## src/inc/ssa_pkg.sv

```systemverilog
// shared constants and types for the step attenuator control block
package ssa_pkg;

   // ************************************************************
   // link sampling and word layout
   // ************************************************************
   localparam int SYNC_STAGES = 2;
   localparam int WORD_W = 8;
   localparam int ATTEN_W = 7;
   localparam int PIN_W = 4 + ATTEN_W;
   // wait after reset until synchronised pins are trustworthy
   localparam int INIT_WAIT = SYNC_STAGES + 1;
   localparam logic [1:0] INIT_LAST = 2'(INIT_WAIT - 1);

   // positions inside the synchronised pin vector
   localparam int PIN_SCLK = 0;
   localparam int PIN_SDATA = 1;
   localparam int PIN_STROBE = 2;
   localparam int PIN_SEL = 3;
   localparam int PIN_PAR_LSB = 4;

   // ************************************************************
   // register map, byte addresses on the avalon slave
   // ************************************************************
   localparam int ADDR_W = 4;
   localparam int DATA_W = 32;
   localparam logic [ADDR_W-1:0] OFS_CTRL = 4'h0;
   localparam logic [ADDR_W-1:0] OFS_STATUS = 4'h4;
   localparam logic [ADDR_W-1:0] OFS_SHIFT = 4'h8;
   localparam int CTRL_FREEZE_BIT = 0;
   localparam int STAT_ATTEN_LSB = 0;
   localparam int STAT_MODE_BIT = 8;
   localparam int STAT_STROBE_BIT = 9;
   localparam int STAT_RUN_BIT = 10;
   localparam logic CTRL_FREEZE_RST = 1'b0;

   // ************************************************************
   // enumerations
   // ************************************************************
   typedef enum logic [0:0] {
      SSA_ST_INIT = 1'b0,
      SSA_ST_RUN = 1'b1
   } ssa_state_t;

   typedef enum logic [1:0] {
      SSA_REG_CTRL = 2'b00,
      SSA_REG_STATUS = 2'b01,
      SSA_REG_SHIFT = 2'b10,
      SSA_REG_NONE = 2'b11
   } ssa_reg_t;

endpackage

```

## src/hw/ssa_sync.sv

```systemverilog
// two-stage synchroniser for the control pins of the attenuator
`timescale 1ns/100ps
module ssa_sync
#(
   parameter int WIDTH = ssa_pkg::PIN_W
)
(
   input wire logic clk_i,
   input wire logic rst_i,
   input wire logic [WIDTH-1:0] d_i,
   output logic [WIDTH-1:0] q_o
);

   typedef struct packed {
      logic [WIDTH-1:0] meta;
      logic [WIDTH-1:0] stable;
   } ssa_sync_state_t;

   ssa_sync_state_t r_q;
   ssa_sync_state_t r_d;

   // refuse a vector the pipeline cannot carry
   if (WIDTH < 1)
   begin : g_bad_width
      $error("ssa_sync: WIDTH must be at least one");
   end

   // first stage feeds only the second stage
   always_comb
   begin
      r_d = r_q;
      r_d.meta = d_i;
      r_d.stable = r_q.meta;
   end

   // reset to zero: strobe reads low until pins settle
   always_ff @(posedge clk_i)
   begin
      if (rst_i)
      begin
         r_q <= '0;
      end
      else
      begin
         r_q <= r_d;
      end
   end

   assign q_o = r_q.stable;

endmodule

```

## src/hw/ssa_ctrl.sv

```systemverilog
// control logic of the 7-bit step attenuator: serial, latched and direct parallel loading
`timescale 1ns/100ps

module ssa_ctrl
#(
   parameter int WORD_W = ssa_pkg::WORD_W,
   parameter int ATTEN_W = ssa_pkg::ATTEN_W
)
(
   input wire logic clk_i,
   input wire logic rst_i,
   input wire logic serial_clock_i,
   input wire logic serial_data_i,
   input wire logic latch_strobe_i,
   input wire logic parallel_serial_select_i,
   input wire logic atten_bit_quarter_db_i,
   input wire logic atten_bit_half_db_i,
   input wire logic atten_bit_one_db_i,
   input wire logic atten_bit_two_db_i,
   input wire logic atten_bit_four_db_i,
   input wire logic atten_bit_eight_db_i,
   input wire logic atten_bit_sixteen_db_i,
   input wire logic [ssa_pkg::ADDR_W-1:0] avs_address_i,
   input wire logic avs_read_i,
   input wire logic avs_write_i,
   input wire logic [ssa_pkg::DATA_W-1:0] avs_writedata_i,
   input wire logic [3:0] avs_byteenable_i,
   output logic [ssa_pkg::DATA_W-1:0] avs_readdata_o,
   output logic avs_waitrequest_o,
   output logic [ATTEN_W-1:0] atten_state_o
);

   // all steps switched in is the maximum attenuation
   localparam logic [ATTEN_W-1:0] ATTEN_FULL = {ATTEN_W{1'b1}};

   // ************************************************************
   // elaboration checks
   // ************************************************************
   if (WORD_W <= ATTEN_W || ATTEN_W != ssa_pkg::ATTEN_W)
   begin : g_bad_width
      $error("ssa_ctrl: word must exceed the attenuation width, which must match the pins");
   end

   // ************************************************************
   // state
   // ************************************************************
   typedef struct packed {
      ssa_pkg::ssa_state_t state;
      logic [1:0] init_cnt;
      logic [WORD_W-1:0] shift;
      logic [ATTEN_W-1:0] atten;
      logic sclk_prev;
      logic strobe_prev;
      logic freeze;
      logic waitreq;
      logic [ssa_pkg::DATA_W-1:0] rdata;
   } ssa_ctrl_state_t;

   ssa_ctrl_state_t r_q;
   ssa_ctrl_state_t r_d;

   logic [ssa_pkg::PIN_W-1:0] pins_raw;
   logic [ssa_pkg::PIN_W-1:0] pins_s;
   logic s_sclk;
   logic s_sdata;
   logic s_strobe;
   logic s_sel;
   logic [ATTEN_W-1:0] s_par;
   logic ser_rise;
   logic strobe_rise;
   logic [ssa_pkg::DATA_W-1:0] read_mux;
   ssa_pkg::ssa_reg_t wr_sel;

   // address decode shared by read and write paths
   function automatic ssa_pkg::ssa_reg_t reg_decode(input logic [ssa_pkg::ADDR_W-1:0] addr);
      ssa_pkg::ssa_reg_t sel;
      sel = ssa_pkg::SSA_REG_NONE;
      if (addr == ssa_pkg::OFS_CTRL)
      begin
         sel = ssa_pkg::SSA_REG_CTRL;
      end
      else if (addr == ssa_pkg::OFS_STATUS)
      begin
         sel = ssa_pkg::SSA_REG_STATUS;
      end
      else if (addr == ssa_pkg::OFS_SHIFT)
      begin
         sel = ssa_pkg::SSA_REG_SHIFT;
      end
      return sel;
   endfunction

   // ************************************************************
   // pin capture
   // ************************************************************
   // every pin is asynchronous to clk_i, including the serial clock
   assign pins_raw[ssa_pkg::PIN_SCLK] = serial_clock_i;
   assign pins_raw[ssa_pkg::PIN_SDATA] = serial_data_i;
   assign pins_raw[ssa_pkg::PIN_STROBE] = latch_strobe_i;
   assign pins_raw[ssa_pkg::PIN_SEL] = parallel_serial_select_i;
   assign pins_raw[ssa_pkg::PIN_PAR_LSB +: ATTEN_W] = {atten_bit_sixteen_db_i, atten_bit_eight_db_i,
      atten_bit_four_db_i, atten_bit_two_db_i, atten_bit_one_db_i, atten_bit_half_db_i, atten_bit_quarter_db_i};

   ssa_sync #(
      .WIDTH(ssa_pkg::PIN_W)
   ) u_sync (
      .clk_i(clk_i),
      .rst_i(rst_i),
      .d_i(pins_raw),
      .q_o(pins_s)
   );

   // named views of the settled pins
   assign s_sclk = pins_s[ssa_pkg::PIN_SCLK];
   assign s_sdata = pins_s[ssa_pkg::PIN_SDATA];
   assign s_strobe = pins_s[ssa_pkg::PIN_STROBE];
   assign s_sel = pins_s[ssa_pkg::PIN_SEL];
   assign s_par = pins_s[ssa_pkg::PIN_PAR_LSB +: ATTEN_W];

   // edges found against the previous settled sample
   assign ser_rise = s_sclk & ~r_q.sclk_prev;
   assign strobe_rise = s_strobe & ~r_q.strobe_prev;
   assign wr_sel = reg_decode(avs_address_i);

   // ************************************************************
   // read mux
   // ************************************************************
   always_comb
   begin
      read_mux = '0;
      if (wr_sel == ssa_pkg::SSA_REG_CTRL)
      begin
         read_mux[ssa_pkg::CTRL_FREEZE_BIT] = r_q.freeze;
      end
      else if (wr_sel == ssa_pkg::SSA_REG_STATUS)
      begin
         read_mux[ssa_pkg::STAT_ATTEN_LSB +: ATTEN_W] = r_q.atten;
         read_mux[ssa_pkg::STAT_MODE_BIT] = s_sel;
         read_mux[ssa_pkg::STAT_STROBE_BIT] = s_strobe;
         read_mux[ssa_pkg::STAT_RUN_BIT] = (r_q.state == ssa_pkg::SSA_ST_RUN);
      end
      else if (wr_sel == ssa_pkg::SSA_REG_SHIFT)
      begin
         read_mux[WORD_W-1:0] = r_q.shift;
      end
   end

   // ************************************************************
   // next state
   // ************************************************************
   always_comb
   begin
      r_d = r_q;
      r_d.sclk_prev = s_sclk;
      r_d.strobe_prev = s_strobe;
      // shift on clock rise
      // shifting runs in both modes so a word can be staged before switching
      if (ser_rise)
      begin
         r_d.shift = {r_q.shift[WORD_W-2:0], s_sdata};
      end
      case (r_q.state)
         ssa_pkg::SSA_ST_INIT:
         begin
            r_d.init_cnt = r_q.init_cnt + 2'h1;
            // adopt bus at turn-on
            // a high strobe here breaks the power-up contract, so maximum stays
            if (r_q.init_cnt == ssa_pkg::INIT_LAST)
            begin
               r_d.state = ssa_pkg::SSA_ST_RUN;
               if (!s_strobe)
               begin
                  r_d.atten = s_par;
               end
            end
         end
         ssa_pkg::SSA_ST_RUN:
         begin
            if (!r_q.freeze)
            begin
               if (s_sel)
               begin
                  if (strobe_rise)
                  begin
                     r_d.atten = r_q.shift[ATTEN_W-1:0];
                  end
               end
               else if (s_strobe)
               begin
                  r_d.atten = s_par;
               end
            end
         end
         default:
         begin
            r_d.state = ssa_pkg::SSA_ST_INIT;
         end
      endcase
      // bus slave: one wait cycle, then answer for exactly one cycle
      if (r_q.waitreq)
      begin
         if (avs_read_i || avs_write_i)
         begin
            r_d.waitreq = 1'b0;
            r_d.rdata = avs_read_i ? read_mux : '0;
         end
      end
      else
      begin
         r_d.waitreq = 1'b1;
         if (avs_write_i && wr_sel == ssa_pkg::SSA_REG_CTRL && avs_byteenable_i[0])
         begin
            r_d.freeze = avs_writedata_i[ssa_pkg::CTRL_FREEZE_BIT];
         end
      end
   end

   // reset loads maximum
   // reset stands for supply ramp; attenuation starts fully in
   always_ff @(posedge clk_i)
   begin
      if (rst_i)
      begin
         r_q.state <= ssa_pkg::SSA_ST_INIT;
         r_q.init_cnt <= '0;
         r_q.shift <= '0;
         r_q.atten <= ATTEN_FULL;
         r_q.sclk_prev <= 1'b0;
         r_q.strobe_prev <= 1'b0;
         r_q.freeze <= ssa_pkg::CTRL_FREEZE_RST;
         r_q.waitreq <= 1'b1;
         r_q.rdata <= '0;
      end
      else
      begin
         r_q <= r_d;
      end
   end

   // outputs straight from the state register
   assign atten_state_o = r_q.atten;
   assign avs_waitrequest_o = r_q.waitreq;
   assign avs_readdata_o = r_q.rdata;

   logic run;
   assign run = (r_q.state == ssa_pkg::SSA_ST_RUN) && !r_q.freeze;
endmodule

```

## config.mk

```make
export PLATFORM = sky130hd
export DESIGN_NAME = ssa_ctrl
export DESIGN_NICKNAME = d
export VERILOG_FILES = /design/src/inc/ssa_pkg.sv /design/src/hw/ssa_sync.sv /design/src/hw/ssa_ctrl.sv
export SDC_FILE = /design/constraint.sdc
export NUM_CORES = 1
export LEC_CHECK = 0
export ABC_AREA = 1
export BUFFER_PORTS_ARGS = -buffer_cell sky130_fd_sc_hd__buf_2
export CAP_MARGIN = 20
export CORE_ASPECT_RATIO = 1.2
export CORE_MARGIN = 10
export CORE_UTILIZATION = 51
export CTS_BUF_LIST = sky130_fd_sc_hd__clkbuf_4 sky130_fd_sc_hd__clkbuf_8 sky130_fd_sc_hd__clkbuf_16
export DETAILED_ROUTE_END_ITERATION = 6
export PLACE_DENSITY = 0.83
export SYNTH_ARGS = -nofsm -noshare
export SYNTH_HDL_FRONTEND = slang
export SYNTH_HIERARCHICAL = 1
export SYNTH_SLANG_ARGS = --single-unit
```

## constraint.sdc

```tcl
create_clock -name clk_i -period 1.6 [get_ports clk_i]
set_input_delay 0.24 -clock clk_i [delete_from_list [all_inputs] [get_ports clk_i]]
set_output_delay 0.24 -clock clk_i [all_outputs]
set_load 0.005 [all_outputs]
```

# Word-level counts from Yosys, hierarchy flattened
# Cells that the tools add are included.
# word_totals
reg_bits,76
in_bits,55
out_inout_bits,40
# classes
add_sub_neg,1
eq_ne,10
muxes,20
n_bitwise,6
n_reduce_logical,9
# op_table
operator,n
7-bit 2-to-1 mux,7
33-bit 2-to-1 mux,1
7-bit one-hot mux with 2 select lines,1
11-bit 2-to-1 mux,1
10-bit 2-to-1 mux,1
8-bit 2-to-1 mux,1
3-bit 2-to-1 mux,2
"2-bit != test, second input constant",3
5-bit AND reduction,1
"2-bit == test, second input constant",2
"4-bit by 3-bit == test with 1-bit output, second input constant",1
"4-bit == test, second input constant",1
4-bit zero test,1
1-bit 2-to-1 mux,4
2-bit 2-to-1 mux,2
1-bit NOT,4
2-bit AND reduction,2
"3-bit by 1-bit != test with 1-bit output, second input constant",1
"3-bit != test, second input constant",1
"2-bit by 1-bit adder with 2-bit output, second input constant",1
1-bit AND,2
"2-bit by 1-bit == test with 1-bit output, second input constant",1
1-bit logical AND,2
2-bit zero test,1
other kinds (2),2

# Depth between registers and ports, before layout
# Gate-level depths: netlist (run 1).
# depth
depth_word,10
ltp_mapped,7
mapped_depth_nobuf,7

# By module
# The synthesis (run 1) kept the hierarchy.
# modules_own_cells
module,n_inst,cells_each,area_per_inst_um2
ssa_ctrl,1,246,1830.5
ssa_sync,1,68,628.1

# Least setup slack after synthesis (run 1)
# OpenSTA, ideal clock, no wires.
# synth_path
path_type,flip-flop to flip-flop
start,register r_q[51] in the netlist's numbering
end,"register r_q, in the netlist atten_state_o[1]"
setup_ns,0.133
arrival_ns,0.897
required_ns,1.467
setup_slack_ns,0.569
stages_incl_launch_ff,8
n_path_buf,0
synth_period_minus_slack_ns,1.031
cell_sequence,dfxtp_1 inv_1 ha_1 nand3_1 nand2_2 inv_2 nand2_1 nand3_1
# synth_via
elab_chain_cells,3
# synth_rtl
element,line,rtl
"start, declared",ssa_ctrl.sv:59,ssa_ctrl_state_t r_q;
"start signal, assigned",ssa_ctrl.sv:236,r_q <= r_d;
2-bit == test,ssa_ctrl.sv:168,if (r_q.init_cnt == ssa_pkg::INIT_LAST)
2-bit != test (no source line),-,
5-bit AND reduction (no source line),-,
# No other way between the ends.
# A chain may end at the register's enable or synchronous reset.

# Worst setup path after layout (run 1)
# layout_path
start,register r_q[53] in the netlist's numbering
end,"register r_q, in the netlist atten_state_o[5]"
# layout_via
elab_chain_cells,3
# layout_rtl
element
1-bit NOT
2-bit != test (no source line)
5-bit AND reduction (no source line)
# Parallel ways exist; a longest one is shown, timed or not.

==> flow_metrics.env, run 1 <==
export IMPL_post_cts_buffers=0
export IMPL_power_switching_uw=822
export IMPL_pwr_share_comb_pct=14.6
export IMPL_setup_worst_path_end_class="flop"
export IMPL_leakage_uw=0.00122
export IMPL_timing_hold_ws_ps=112
export IMPL_rows=27
export IMPL_wl_mm=4.49
export IMPL_slew_viol_final=0
export IMPL_overflow=0
export IMPL_status="finished, final reports clean"
export IMPL_synth_simple_area_share_pct=26.2
export IMPL_clock_latency_ps=320
export IMPL_vias=1783
export IMPL_dieArea_mm2=0.00801
export IMPL_die_h_um=96.1
export IMPL_p_seq_share_pct=56.1
export IMPL_synth_compound_area_share_pct=7.53
export IMPL_clockBufferDepth=2
export IMPL_slowest_stage="dfxtp_1"
export IMPL_drc_errors=0
export IMPL_swShare_pct=29.4
export IMPL_ys_ff_latch=55
export IMPL_worst_pin_slew_ps=579
export IMPL_grt_max_degree=36
export IMPL_cts_tree="yes"
export IMPL_layout_drive_gt1_share_pct=22.8
export IMPL_fin_cells=391
export IMPL_yosys_area_top_type="dfxtp_1"
export IMPL_gp_congestion=0.785
export IMPL_intPower_uw=1970
export IMPL_drt_iter0_markers=105
export IMPL_io_pins=95
export IMPL_start_kind="flop"
export IMPL_crit_fanout=11
export IMPL_worstPathArrival_ps=1430
export IMPL_cts_resized=0
export IMPL_h_tree_depth=2
export IMPL_crit_chain="inv_1 -> nand3_1 -> nand2_2 -> nand2_1 -> nand3_1"
export IMPL_yosys_warnings=6
export IMPL_synth_top_area_share_pct=44.8
export IMPL_cp_data_required_time_ps=1780
export IMPL_cts_root_buffer_cell="clkbuf_8"
export IMPL_grt_pass1_wl_mm=7.67
export IMPL_port_buffers=39
export IMPL_rsz0062_at_grt="no"
export IMPL_ys_types=26
export IMPL_hold_violations=0
export IMPL_syn_area_per_cell_um2=7.83
export IMPL_antenna_found_initial=0
export IMPL_path_buf_inv=1
export IMPL_synth_seq_area_share_pct=44.8
export IMPL_synthMuxAreaShare_pct=0
export IMPL_p_clk_share_pct=29.2
export IMPL_fin_tns_setup_ps=0
export IMPL_path_class="reg -> reg"
export IMPL_numCtsBuffers=5
export IMPL_hp_class="in -> reg"
export IMPL_gr_usage_all_layers_pct=11.7
export IMPL_avgViaCountPerCell=4.56
export IMPL_placed_cells=383
export IMPL_synth_top_family_by_area="simple AND/OR/NAND/NOR gates"
export IMPL_ir_worst_vdd_mv=0.784
export IMPL_die_x_um=83.4
export IMPL_power_density_mw_per_mm2=1100
export IMPL_cts_sinks=55
export IMPL_cts_hold_buffers=0
export IMPL_slowest_delay_ps=560
export IMPL_final_nets=388
export IMPL_detail_route_first_pass_iterations=4
export IMPL_setup_violations=0
export IMPL_synthAdderAreaFrac_pct=0.509
export IMPL_grt_pass1_vias=1715
export IMPL_dpl_cell_area_mm2=0.00244
export IMPL_path_clk_slew_ps=100
export IMPL_crit_path_frequent_cell="nand3_1"
export IMPL_area_delta_synth_final_pct=3.31
export IMPL_max_freq_ghz=0.804
export IMPL_synth_cell_area_mm2=0.00246
export IMPL_total_power_uw=2790
export IMPL_post_route_period_util_pct=77.8
export IMPL_dpl_hpwl_mm=3.47
export IMPL_start_util_pct=53.1
export IMPL_num_antenna_cells=0
export IMPL_coreArea_mm2=0.00463
export IMPL_period_minus_slack_ps=1240
export IMPL_ant_nets=0
export IMPL_critPathTopFamily="flip-flops"
export IMPL_postSynthCellCount=314
export IMPL_synth_area_leaders="dfxtp_1 (45%), buf_4 (12%), nand2_1 (7.3%)"
export IMPL_wl_per_cell_um=11.5
export IMPL_fin_area_mm2=0.00254
export IMPL_worst_clock_skew_ps=9.90
export IMPL_synth_xor_area_share_pct=0
export IMPL_relSlewSlack_pct=61.4
export IMPL_cap_violations=0
-- power by group through the flow --
stage,Sequential (uW),Combinational (uW),Clock [uW]
after global placement,1590,395,0
final,1570,408,816
after global routing,1580,473,881
after CTS,1570,412,832
after floorplan,1560,408,0
after detailed placement,1600,409,0
-- cell usage in the layout (no fill, tap or decap), drive strengths merged --
cell | Yosys | routed
a21oi | 17 | 17
buf | 48 | 40
clkbuf | 1 | 5
clkinv | 1 | 1
conb | 1 | 21
dfxtp | 55 | 55
ha | 1 | 1
inv | 38 | 41
nand2 | 58 | 58
nand3 | 26 | 26
nand3b | 1 | 1
nand4 | 7 | 7
nor2 | 44 | 44
nor3 | 1 | 1
o211ai | 1 | 1
o21ai | 14 | 14
-- worst paths after layout --
kind	startpoint	end	slack [ps]	cells after the start
hold reg to reg	u_sync/r_d[4]	u_sync/q_o[4]	410	2
setup / recovery	r_q[53]	atten_state_o[5]	360	5
hold / removal	parallel_serial_select_i	u_sync/r_d[3]	110	3
setup reg to reg	r_q[53]	atten_state_o[5]	360	5
-- per-stage QoR --
stage                     worst slack, ps  utilization, %
after floorplan                       569               -
after detailed placement              344            52.8
final                                 356            54.9
after CTS                             357            54.9
after global routing                  208            54.9
after global placement                386            52.8
-- flip-flops by register name, indices dropped and copies added, names as in the netlist --
register,cells
r_q,14
avs_waitrequest_o,1
atten_state_o,7
u_sync/q_o,11
u_sync/r_d,11
avs_readdata_o,11
-- worst register-to-register path: stages, from the launching register on --
cell,delay (ps)
dfxtp_1,560
inv_1,130
nand3_1,110
nand2_2,130
nand2_1,100
nand3_1,80
-- logic make-up after synthesis --
family	after synthesis
AND/OR/NAND/NOR	137
buffers and inverters	88
flip-flops	55
adder cells (fa/ha/maj)	1
AO/OA/AOI/OAI	32
other	1
-- final cells by class --
cell class / instances / area, um2
fillers: 436 / 2090
flip-flops and latches: 55 / 1100
repair buffers: 40 / 203
well taps: 58 / 72.6
clock inverters: 3 / 28.8
clock buffers: 5 / 68.8
multi-input cells: 191 / 920
inverters: 39 / 146
-- cells in the mapped netlist (all sizes together) --
cell type	n
clkbuf	1
nand3b	1
a21oi	17
nor2	44
nand4	7
dfxtp	55
o21ai	14
clkinv	1
o211ai	1
inv	38
nor3	1
conb	1
nand3	26
ha	1
buf	48
nand2	58
-- routing by layer --
layer	GRT usage [%]	up-vias	part of all wire (%)
li1	-	954	-
met4	4.69	0	1.5
met1	12.6	767	45
met2	20.7	54	48
met5	0	-	0
met3	3.97	8	5.5
Power figures use the tool's default switching activity.
==> inputs of run 2 (changes only) <==
--- a/config.mk
+++ b/config.mk
@@ -10,10 +10,10 @@
 export CAP_MARGIN = 20
 export CORE_ASPECT_RATIO = 1.2
 export CORE_MARGIN = 10
-export CORE_UTILIZATION = 51
+export CORE_UTILIZATION = 48
 export CTS_BUF_LIST = sky130_fd_sc_hd__clkbuf_4 sky130_fd_sc_hd__clkbuf_8 sky130_fd_sc_hd__clkbuf_16
 export DETAILED_ROUTE_END_ITERATION = 6
-export PLACE_DENSITY = 0.83
+export PLACE_DENSITY = 0.79
 export SYNTH_ARGS = -nofsm -noshare
 export SYNTH_HDL_FRONTEND = slang
 export SYNTH_HIERARCHICAL = 1
==> constraint.sdc (replaced) <==
create_clock -name clk_i -period 1.2 [get_ports clk_i]
set_input_delay 0.18 -clock clk_i [delete_from_list [all_inputs] [get_ports clk_i]]
set_output_delay 0.18 -clock clk_i [all_outputs]
set_load 0.005 [all_outputs]
==> flow_metrics.env, run 2 (synthesized netlist as in run 1, its figures left out) <==
export IMPL_avgViaCountPerCell=4.51
export IMPL_leakage_uw=0.00127
export IMPL_numCtsBuffers=5
export IMPL_port_buffers=39
export IMPL_largest_reg_flops=14
export IMPL_vias=1807
export IMPL_cap_violations=0
export IMPL_gp_congestion=0.797
export IMPL_p_seq_share_pct=54.8
export IMPL_intPower_uw=2670
export IMPL_drt_iter0_markers=118
export IMPL_ant_nets=0
export IMPL_num_antenna_cells=0
export IMPL_io_pins=95
export IMPL_grt_pass1_vias=1731
export IMPL_grt_max_degree=21
export IMPL_start_kind="flop"
export IMPL_clockBufferDepth=2
export IMPL_die_h_um=98.4
export IMPL_crit_fanout=5
export IMPL_swShare_pct=29.6
export IMPL_final_cell_mix="dfxtp_1 (54), nand2_1 (48), nor2_1 (39), buf_2 (39), inv_1 (32)"
export IMPL_overflow=0
export IMPL_wl_per_cell_um=11.2
export IMPL_h_tree_depth=2
export IMPL_rows=28
export IMPL_path_buf_inv=1
export IMPL_cts_root_buffer_cell="clkbuf_8"
export IMPL_gr_usage_all_layers_pct=10.6
export IMPL_p_clk_share_pct=28.6
export IMPL_coreArea_mm2=0.00494
export IMPL_slew_viol_final=0
export IMPL_drc_errors=0
export IMPL_detail_route_first_pass_iterations=4
export IMPL_clock_latency_ps=310
export IMPL_layout_drive_gt1_share_pct=25.8
export IMPL_final_nets=396
export IMPL_status="finished, final reports clean"
export IMPL_slowest_stage="dfxtp_1"
export IMPL_path_clk_slew_ps=110
export IMPL_setup_violations=0
export IMPL_slowest_delay_ps=450
export IMPL_wl_met3_um=294
export IMPL_worstPathArrival_ps=920
export IMPL_path_class="reg -> out"
export IMPL_dieArea_mm2=0.00840
export IMPL_cp_data_required_time_ps=1020
export IMPL_worst_clock_skew_ps=8.82
export IMPL_ir_worst_vdd_mv=0.798
export IMPL_max_freq_ghz=0.909
export IMPL_met1Wirelength_mm=1.82
export IMPL_setup_worst_path_end_class="output pin"
export IMPL_period_minus_slack_ps=1100
export IMPL_power_switching_uw=1130
export IMPL_pwr_share_comb_pct=16.7
export IMPL_grt_pass1_wl_mm=7.58
export IMPL_start_util_pct=49.8
export IMPL_top_layer="met4"
export IMPL_fin_tns_setup_ps=0
export IMPL_die_x_um=85.3
export IMPL_cts_sinks=55
export IMPL_post_route_period_util_pct=91.7
export IMPL_layout_commonest_cell="dfxtp_1"
export IMPL_layout_setup_ws_ps=99.6
export IMPL_hold_violations=0
export IMPL_fill_cells=472
export IMPL_hp_class="in -> reg"
export IMPL_wl_mm=4.49
export IMPL_area_delta_synth_final_pct=7.18
export IMPL_timing_hold_ws_ps=58.4
export IMPL_cts_tree="yes"
export IMPL_post_cts_buffers=0
export IMPL_dp_slack_ps=23.6
export IMPL_power_density_mw_per_mm2=1440
export IMPL_cts_hold_buffers=0
export IMPL_antenna_found_initial=0
export IMPL_top_register="r_q"
export IMPL_wl_met2_mm=2.31
export IMPL_critPathTopFamily="flip-flops"
export IMPL_crit_chain="buf_2"
export IMPL_rsz0062_at_grt="no"
export IMPL_cts_resized=0
export IMPL_dpl_hpwl_mm=3.51
-- run 2: cell count changes in the layout (fill, tap and decap cells not counted), sizes merged --
cell    change
clkinv      +2
buf         +7
inv         -2
nand2       +1
-- run 2: per-stage QoR --
stage / cells / util [%] / cell area (um2) / total power [uW]
finish: 401 / 53.3 / 2640 / 3800
global route: 401 / 53.3 / 2640 / 4020
CTS: 400 / 52.6 / 2600 / 3780
detailed placement: 392 / 50.6 / 2500 / 2700
global placement: 392 / 50.6 / 2500 / 2680
floorplan: 334 / - / 2530 / 2630
-- run 2: final cells by class --
class                           instances  area [um2]  share of cell area, %
Sequential cell                        55        1100                   41.8
Multi-Input combinational cell        192         951                   36.1
Timing Repair Buffer                   47         255                   9.69
Inverter                               39         149                   5.65
Tap cell                               60        75.1                   2.85
Clock buffer                            5        68.8                   2.61
Clock inverter                          3        33.8                   1.28
-- run 2: worst paths after layout --
path | from | endpoint | slack (ps) | depth (start not counted)
worst max-delay path | avs_waitrequest_o | avs_waitrequest_o | 100 | 1
worst min-delay path | atten_bit_sixteen_db_i | u_sync/r_d[10] | 60 | 3
worst max register to register | r_q[51] | atten_state_o[1] | 120 | 7
worst min register to register | u_sync/r_d[3] | u_sync/q_o[3] | 410 | 2
-- run 2: worst register-to-register path: stages (launching register included) --
cell and delay (ps):
dfxtp_1 310, inv_1 80, ha_2 210, nand3_4 100, nand2_4 110, inv_4 60, nand2_1 60, nand3_1 50
-- run 2: routing by layer --
metal  up-vias  track usage (%)
met5         -                0
met2        52             18.8
met3         7             3.57
li1        964                -
met1       784             11.5
met4         0             3.43
-- run 2: power groups by stage --
stage,Sequential [uW],Combinational [uW],Clock (uW)
after detailed placement,2120,583,0
after floorplan,2090,544,0
after global routing,2100,727,1190
final,2080,633,1080
after CTS,2080,585,1110
after global placement,2110,568,0
